<file path="src/shared/led_fade_pkg.sv">
// constants, types and gamma table for the two-channel led fade controller
package led_fade_pkg;
  localparam int CLK_HZ = 20000000;
  localparam int GAMMA_STEPS = 63;
  localparam logic [5:0] GAMMA_TOP = 6'h3e;
  localparam logic [9:0] FULL_SCALE = 10'h3e8; // 1000 thousandths
  localparam int PERSIST_MS = 5;
  localparam int PERSIST_CYC = PERSIST_MS * (CLK_HZ / 1000);
  localparam int DEBOUNCE_MS = 37;
  localparam int DEBOUNCE_CYC = DEBOUNCE_MS * (CLK_HZ / 1000);
  // fade_time_pin lsb is 10 ms of total fade, shared over 63 steps
  localparam int FADE_UNIT_US = 10000;
  localparam int STEP_UNIT_CYC = (FADE_UNIT_US * (CLK_HZ / 1000000))
                                 / GAMMA_STEPS;
  localparam logic [9:0] CURRENT_PROGRAM_PIN_LIMIT_MA = 10'h104; // 260 mA
  localparam logic [6:0] SHORT_PCT = 7'h14; // 20 percent
  localparam logic [6:0] FULL_PCT = 7'h64; // 100 percent
  localparam logic [7:0] ROLLOFF_C = 8'h82; // 130 C
  localparam logic [7:0] SHUTDOWN_C = 8'h9b; // 155 C
  localparam logic [7:0] RECOVER_C = 8'h87; // 135 C
  localparam logic [7:0] ROLL_SLOPE_PCT = 8'h03; // percent per C

  typedef enum logic [1:0] {
    CH_OFF, CH_FADE_IN, CH_ON, CH_FADE_OUT
  } chan_state_t;

  // gamma level table in thousandths of full current
  localparam logic [9:0] GAMMA [0:62] = '{
    10'd0, 10'd2, 10'd4, 10'd6, 10'd8, 10'd10, 10'd12, 10'd16,
    10'd20, 10'd24, 10'd28, 10'd32, 10'd36, 10'd42, 10'd48, 10'd54,
    10'd60, 10'd66, 10'd72, 10'd80, 10'd88, 10'd96, 10'd104, 10'd112,
    10'd120, 10'd130, 10'd140, 10'd150, 10'd160, 10'd170, 10'd180, 10'd194,
    10'd208, 10'd222, 10'd236, 10'd250, 10'd264, 10'd282, 10'd300, 10'd318,
    10'd336, 10'd354, 10'd372, 10'd394, 10'd416, 10'd438, 10'd460, 10'd482,
    10'd504, 10'd534, 10'd564, 10'd594, 10'd624, 10'd654, 10'd684, 10'd722,
    10'd760, 10'd798, 10'd836, 10'd874, 10'd914, 10'd956, 10'd1000};
endpackage : led_fade_pkg

</file>
<file path="src/core/led_fade_ctrl.sv">
// two-channel led fade, short, clamp and thermal control logic
`timescale 1ns/1ps
module led_fade_ctrl
  import led_fade_pkg::*;
#(
  parameter int DEBOUNCE_CYCLES = DEBOUNCE_CYC,
  parameter int PERSIST_CYCLES = PERSIST_CYC
) (
  input wire logic clk,
  input wire logic rst,
  input wire logic [1:0] channel_toggle_input_n,
  input wire logic [1:0] short_detect_threshold,
  input wire logic current_program_short,
  input wire logic [9:0] current_program_pin,
  input wire logic [7:0] fade_time_pin,
  input wire logic [7:0] die_temp,
  output logic [9:0] channel_current_output_0,
  output logic [9:0] channel_current_output_1,
  output logic [1:0] short_fault,
  output logic thermal_block
);

  // level scaled by a current, thousandths back to milliamps
  function automatic logic [9:0] scale_level(input logic [9:0] lvl,
                                             input logic [9:0] ma);
    logic [19:0] prod;
    prod = 20'(lvl) * 20'(ma);
    return 10'(prod / 20'd1000);
  endfunction : scale_level

  // percentage of a current
  function automatic logic [9:0] pct_of(input logic [9:0] ma,
                                        input logic [6:0] pct);
    logic [16:0] prod;
    prod = 17'(ma) * 17'(pct);
    return 10'(prod / 17'd100);
  endfunction : pct_of

  // two-flop synchronisers for pin level inputs
  logic [1:0] tog_m, tog_s, sh_m, sh_s;
  logic current_program_pin_m, current_program_pin_s;
  always_ff @(posedge clk) begin
    if (rst) begin
      tog_m <= 2'h3;
      tog_s <= 2'h3;
      sh_m <= 2'h0;
      sh_s <= 2'h0;
      current_program_pin_m <= 1'b0;
      current_program_pin_s <= 1'b0;
    end else begin
      tog_m <= channel_toggle_input_n;
      tog_s <= tog_m;
      sh_m <= short_detect_threshold;
      sh_s <= sh_m;
      current_program_pin_m <= current_program_short;
      current_program_pin_s <= current_program_pin_m;
    end
  end

  chan_state_t state [2], next_state [2];
  logic [5:0] idx [2], next_idx [2];
  logic [19:0] step_cnt [2], next_step_cnt [2];
  logic [19:0] deb_cnt [2], next_deb_cnt [2];
  logic [19:0] per_cnt [2], next_per_cnt [2];
  logic [1:0] deb, next_deb, next_fault;
  logic [9:0] next_out [2];
  logic next_block;
  logic [19:0] interval;
  logic hot, cool;
  logic [9:0] set_ma, lvl_ma, cut_ma;
  logic [7:0] over;
  logic [6:0] roll_pct;
  logic press;
  logic tick;

  assign hot = die_temp > SHUTDOWN_C;
  assign cool = die_temp < RECOVER_C;
  // evenly spaced steps; zero on the fade pin means a step every cycle
  assign interval = 20'(fade_time_pin) * 20'(STEP_UNIT_CYC);

  // per-channel debounce, fault qualification and fade sequencing
  always_comb begin
    next_block = hot || (thermal_block && !cool);
    set_ma = current_program_pin_s ? CURRENT_PROGRAM_PIN_LIMIT_MA : current_program_pin;
    over = die_temp - ROLLOFF_C;
    if (die_temp <= ROLLOFF_C) begin
      roll_pct = FULL_PCT;
    end else if (over >= 8'd34) begin
      roll_pct = 7'h00;
    end else begin
      roll_pct = FULL_PCT - 7'(over * ROLL_SLOPE_PCT);
    end
    press = 1'b0;
    tick = 1'b0;
    lvl_ma = 10'h000;
    cut_ma = 10'h000;
    for (int c = 0; c < 2; c++) begin
      next_state[c] = state[c];
      next_idx[c] = idx[c];
      next_step_cnt[c] = step_cnt[c];
      next_deb[c] = deb[c];
      next_deb_cnt[c] = 20'h00000;
      next_per_cnt[c] = 20'h00000;
      next_fault[c] = 1'b0;
      press = 1'b0;
      // both edges must hold for the full debounce time
      if (tog_s[c] != deb[c]) begin
        if (deb_cnt[c] == 20'(DEBOUNCE_CYCLES - 1)) begin
          next_deb[c] = tog_s[c];
          press = !tog_s[c];
        end else begin
          next_deb_cnt[c] = deb_cnt[c] + 20'h00001;
        end
      end
      // persistence counter restarts on any drop of the flag
      if (sh_s[c]) begin
        if (short_fault[c] ||
            per_cnt[c] == 20'(PERSIST_CYCLES - 1)) begin
          next_fault[c] = 1'b1;
        end else begin
          next_per_cnt[c] = per_cnt[c] + 20'h00001;
        end
      end
      tick = (step_cnt[c] >= interval);
      if (state[c] == CH_FADE_IN || state[c] == CH_FADE_OUT) begin
        next_step_cnt[c] = tick ? 20'h00000 : step_cnt[c] + 20'h00001;
      end
      case (state[c])
        CH_OFF: begin
          if (press && !next_block) begin
            next_state[c] = CH_FADE_IN;
            next_step_cnt[c] = 20'h00000;
          end
        end
        CH_FADE_IN: begin
          if (press) begin
            next_state[c] = CH_FADE_OUT;
            next_step_cnt[c] = 20'h00000;
          end else if (tick) begin
            // a reversed fade may start at the top, so never step past it
            if (idx[c] >= GAMMA_TOP - 6'h01) begin
              next_idx[c] = GAMMA_TOP;
              next_state[c] = CH_ON;
            end else begin
              next_idx[c] = idx[c] + 6'h01;
            end
          end
        end
        CH_ON: begin
          if (press) begin
            next_state[c] = CH_FADE_OUT;
            next_step_cnt[c] = 20'h00000;
          end
        end
        CH_FADE_OUT: begin
          if (press && !next_block) begin
            next_state[c] = CH_FADE_IN;
            next_step_cnt[c] = 20'h00000;
          end else if (tick) begin
            // a reversed fade may start at zero, so never wrap below it
            if (idx[c] <= 6'h01) begin
              next_idx[c] = 6'h00;
              next_state[c] = CH_OFF;
            end else begin
              next_idx[c] = idx[c] - 6'h01;
            end
          end
        end
        default: begin
          next_state[c] = CH_OFF;
          next_idx[c] = 6'h00;
        end
      endcase
      // shutdown forces the channel off whatever it was doing
      if (hot) begin
        next_state[c] = CH_OFF;
        next_idx[c] = 6'h00;
        next_step_cnt[c] = 20'h00000;
      end
      // the table is the only source of step size
      lvl_ma = scale_level(GAMMA[idx[c]], set_ma);
      cut_ma = pct_of(set_ma, SHORT_PCT);
      if (short_fault[c] && lvl_ma > cut_ma) begin
        lvl_ma = cut_ma;
      end
      next_out[c] = hot ? 10'h000 : pct_of(lvl_ma, roll_pct);
    end
  end

  // registers only; outputs come straight from these flops
  always_ff @(posedge clk) begin
    if (rst) begin
      for (int c = 0; c < 2; c++) begin
        state[c] <= CH_OFF;
        idx[c] <= 6'h00;
        step_cnt[c] <= 20'h00000;
        deb_cnt[c] <= 20'h00000;
        per_cnt[c] <= 20'h00000;
      end
      deb <= 2'h3;
      short_fault <= 2'h0;
      thermal_block <= 1'b0;
      channel_current_output_0 <= 10'h000;
      channel_current_output_1 <= 10'h000;
    end else begin
      for (int c = 0; c < 2; c++) begin
        state[c] <= next_state[c];
        idx[c] <= next_idx[c];
        step_cnt[c] <= next_step_cnt[c];
        deb_cnt[c] <= next_deb_cnt[c];
        per_cnt[c] <= next_per_cnt[c];
      end
      deb <= next_deb;
      short_fault <= next_fault;
      thermal_block <= next_block;
      channel_current_output_0 <= next_out[0];
      channel_current_output_1 <= next_out[1];
    end
  end
endmodule : led_fade_ctrl

</file>
<file path="config.mk">
export PLATFORM = sky130hd
export DESIGN_NAME = led_fade_ctrl
export DESIGN_NICKNAME = d
export VERILOG_FILES = /design/src/shared/led_fade_pkg.sv /design/src/core/led_fade_ctrl.sv
export SDC_FILE = /design/constraint.sdc
export NUM_CORES = 2
export LEC_CHECK = 0
export BUFFER_PORTS_ARGS = -buffer_cell sky130_fd_sc_hd__buf_2
export CELL_PAD_IN_SITES_DETAIL_PLACEMENT = 0
export CELL_PAD_IN_SITES_GLOBAL_PLACEMENT = 1
export CORE_MARGIN = 5
export CORE_UTILIZATION = 54
export CTS_BUF_LIST = sky130_fd_sc_hd__clkbuf_4 sky130_fd_sc_hd__clkbuf_8
export DETAILED_ROUTE_END_ITERATION = 16
export PLACE_DENSITY = 0.86
export SETUP_SLACK_MARGIN = 0.2
export SLEW_MARGIN = 20
export SYNTH_ARGS = -nofsm -noshare
export SYNTH_HDL_FRONTEND = slang
export SYNTH_SLANG_ARGS = --single-unit
export TNS_END_PERCENT = 5
</file>
<file path="constraint.sdc">
create_clock -name clk -period 52.4 [get_ports clk]
set_clock_uncertainty 0.2 [all_clocks]
set_input_delay 2.62 -clock clk [delete_from_list [all_inputs] [get_ports clk]]
set_output_delay 2.62 -clock clk [all_outputs]
set_load 0.03 [all_outputs]
</file>
==> metrics.yaml <==
status: "complete, no violations"
stdcell_count: 5174
start_util_pct: 54.4
crit_arrival_ns: 30.38
ys_warn_count: 0
tightest_slew_ns: 1.09
ys_seq_area_share_pct: 10.2
die_w_um: 259
crit_type: "input pin to flip-flop"
hold_violations: 0
die_area_mm2: 0.0670
core_mm2: 0.0615
clock_latency_ns: 0.56
peakVddDrop_mv: 0.0322
netSwitchingPower_mw: 0.279
route.detailed.wl_per_inst_um: 17.3
drive_gt1_share_pct: 6.78
maxCapViolCount: 0
finalSetupViolations: 0
wl_met2_um: 40500
wl_um: 89400
synth-main-ff-cell: "dfxtp_1"
path_common_cell: "fa_1"
fmax_ghz: 0.0332
power_frac_clock_pct: 19.1
cts_tree: "done"
place_area_mm2: 0.0343
drt_iter0_markers: 2570
grt_pass1_vias: 30400
reg2reg_slack_ns: 22.56
cp_slowest_stage_delay_ns: 0.85
fp-row-count: 91
hold_ws_ns: 0.229
gp_congestion: 0.910
dp_hpwl_um: 70300
path_clk_slew_ns: 0.11
io_buffers: 55
yosys_register_bits: 171
async_flop_share_pct: 0
synth_cell_types: 131
synth-edff-count: 0
swShare_pct: 48.4
drc: 0
track_usage_pct: 26.3
syn_area_per_cell_um2: 7.58
clockBufferDepth: 2
layout_commonest_cell: "nor2_1"
die_h_um: 259
worstRegToRegCells: 98
numCtsBuffers: 17
grt_max_degree: 37
fin_crit_sh_pct: 57.5
h-tree-depth: 4
synthesis.area_mm2: 0.0334
cts_resized: 0
grt_pass1_wl_um: 152000
crit_fanout: 18
met1_length_um: 42800
nFillCells: 5924
cts_setup_buffers: 0
intPower_mw: 0.297
min_path_type: "flip-flop to flip-flop"
clock-sinks: 171
hold_buffers: 0
cp.required_ns: 52.62
syn_nets: 4994
pwr_density_cell_mw_per_mm2: 16.6
combPwrFrac_pct: 58.2
top_layer: "met4"
seqPwrFrac_pct: 22.7
cp_slowest_cell: "a2bb2oi_1"
viasPerCell: 6.15
max-slew-margin-rel_pct: 26.9
io_pins: 56
fin_area_mm2: 0.0348
syn_inst: 4415
grt_overflow: 0
final_util_pct: 56.6
area_growth_pct: 4.03
endpoint_kind: "flip-flop"
startpoint_type: "input pin"
fin_nets: 4948
vias: 31800
ant_nets: 0
finalMaxSlewViolations: 0
layout_common_cells: "nor2_1 (594), ha_1 (346), nand2_1 (341)"
cts_root_buf: "clkbuf_8"
dp_cells: 5139
period_needed_ns: 30.15
grt_antenna_before_repair: 1
dr.pass1.iters: 8
setup_tns_ns: 0
hold_depth: 1
p_leak_nw: 15.5
rsz0062_at_grt: "no"
wl_met3_um: 4580
synthesized netlist by cell type, types with 53 or more instances:
cell type | instances | area (µm²)
a31oi_1 | 68 | 425
o21ai_0 | 184 | 921
fa_1 | 200 | 4000
a21o_1 | 53 | 398
xor2_1 | 123 | 1080
xnor2_1 | 167 | 1460
nor2_1 | 594 | 2230
nand2_1 | 341 | 1280
clkbuf_1 | 116 | 435
o211ai_1 | 54 | 405
inv_1 | 326 | 1220
nand2b_1 | 91 | 569
dfxtp_1 | 171 | 3420
nor3_1 | 97 | 485
mux2i_1 | 54 | 541
ha_1 | 346 | 4330
a211oi_1 | 57 | 428
nand3_1 | 145 | 726
a21oi_1 | 220 | 1100
or2_2 | 67 | 419
and3_1 | 61 | 382
final cells by class:
cell class	count	area [µm²]	area share, %
antenna	2	5.00	0.0144
clock buffer	17	234	0.673
clock inverter	15	219	0.629
inverter	337	1260	3.64
multi-input combinational	3758	28200	81.0
sequential	171	3420	9.84
tap	790	988	2.84
timing repair buffer	84	493	1.42
cells by family (layout without fill, tap and decap cells):
| family | count (synthesis) | after routing | synth area share (%) |
|---|---|---|---|
| AND/OR/NAND/NOR | 1689 | 1689 | 24.3 |
| flip-flops | 171 | 171 | 10.2 |
| XOR/XNOR | 293 | 293 | 7.74 |
| AO/OA/AOI/OAI | 1137 | 1137 | 24.3 |
| multiplexers | 78 | 78 | 2.54 |
| adder cells (fa/ha/maj) | 561 | 561 | 25.4 |
| buffers and inverters | 486 | 453 | 5.57 |
| other | 0 | 2 | 0 |
sequential cells by signal, indices dropped and copies added, names as in the netlist, 4 cells and up:
name and count:
idx 12, step_cnt 40, deb_cnt 40, state 4
per_cnt 40, channel_current_output_0 10, channel_current_output_1 10
power by group through the flow:
stage,clock network (mW),registers (mW),logic (mW)
final,0.110,0.131,0.335
after CTS,0.115,0.131,0.330
after global routing,0.120,0.131,0.371
after floorplan,0,0.134,0.248
after global placement,0,0.134,0.329
after detailed placement,0,0.134,0.328
layer usage:
layer  up-vias  track usage, %
li1      15700               -
met5         -               0
met3       103            3.06
met2       913            43.1
met4         0            5.87
met1     15100            37.5
stage by stage:
step	setup WS [ns]	power, mW
after floorplan	26.54	0.381
after global placement	21.88	0.463
after detailed placement	21.87	0.461
after CTS	22.40	0.576
after global routing	20.13	0.621
final	22.25	0.576
worst max-delay path: cells and delay by family:
family	cells	cell delay (ns)
AO/OA/AOI/OAI	41	13.33
XOR/XNOR	1	0.18
adder cells (fa/ha/maj)	14	6.11
buffers and inverters	8	1.16
multiplexers	6	2.22
AND/OR/NAND/NOR	21	4.72
final timing paths:
kind                                              from                           to
worst min register to register                tog_m[1]                     tog_s[1]
worst max register to register               idx[0][0]  channel_current_output_0[0]
worst max-delay path            current_program_pin[2]  channel_current_output_0[0]
worst min-delay path                          tog_m[1]                     tog_s[1]
Power figures use the tool's default switching activity.
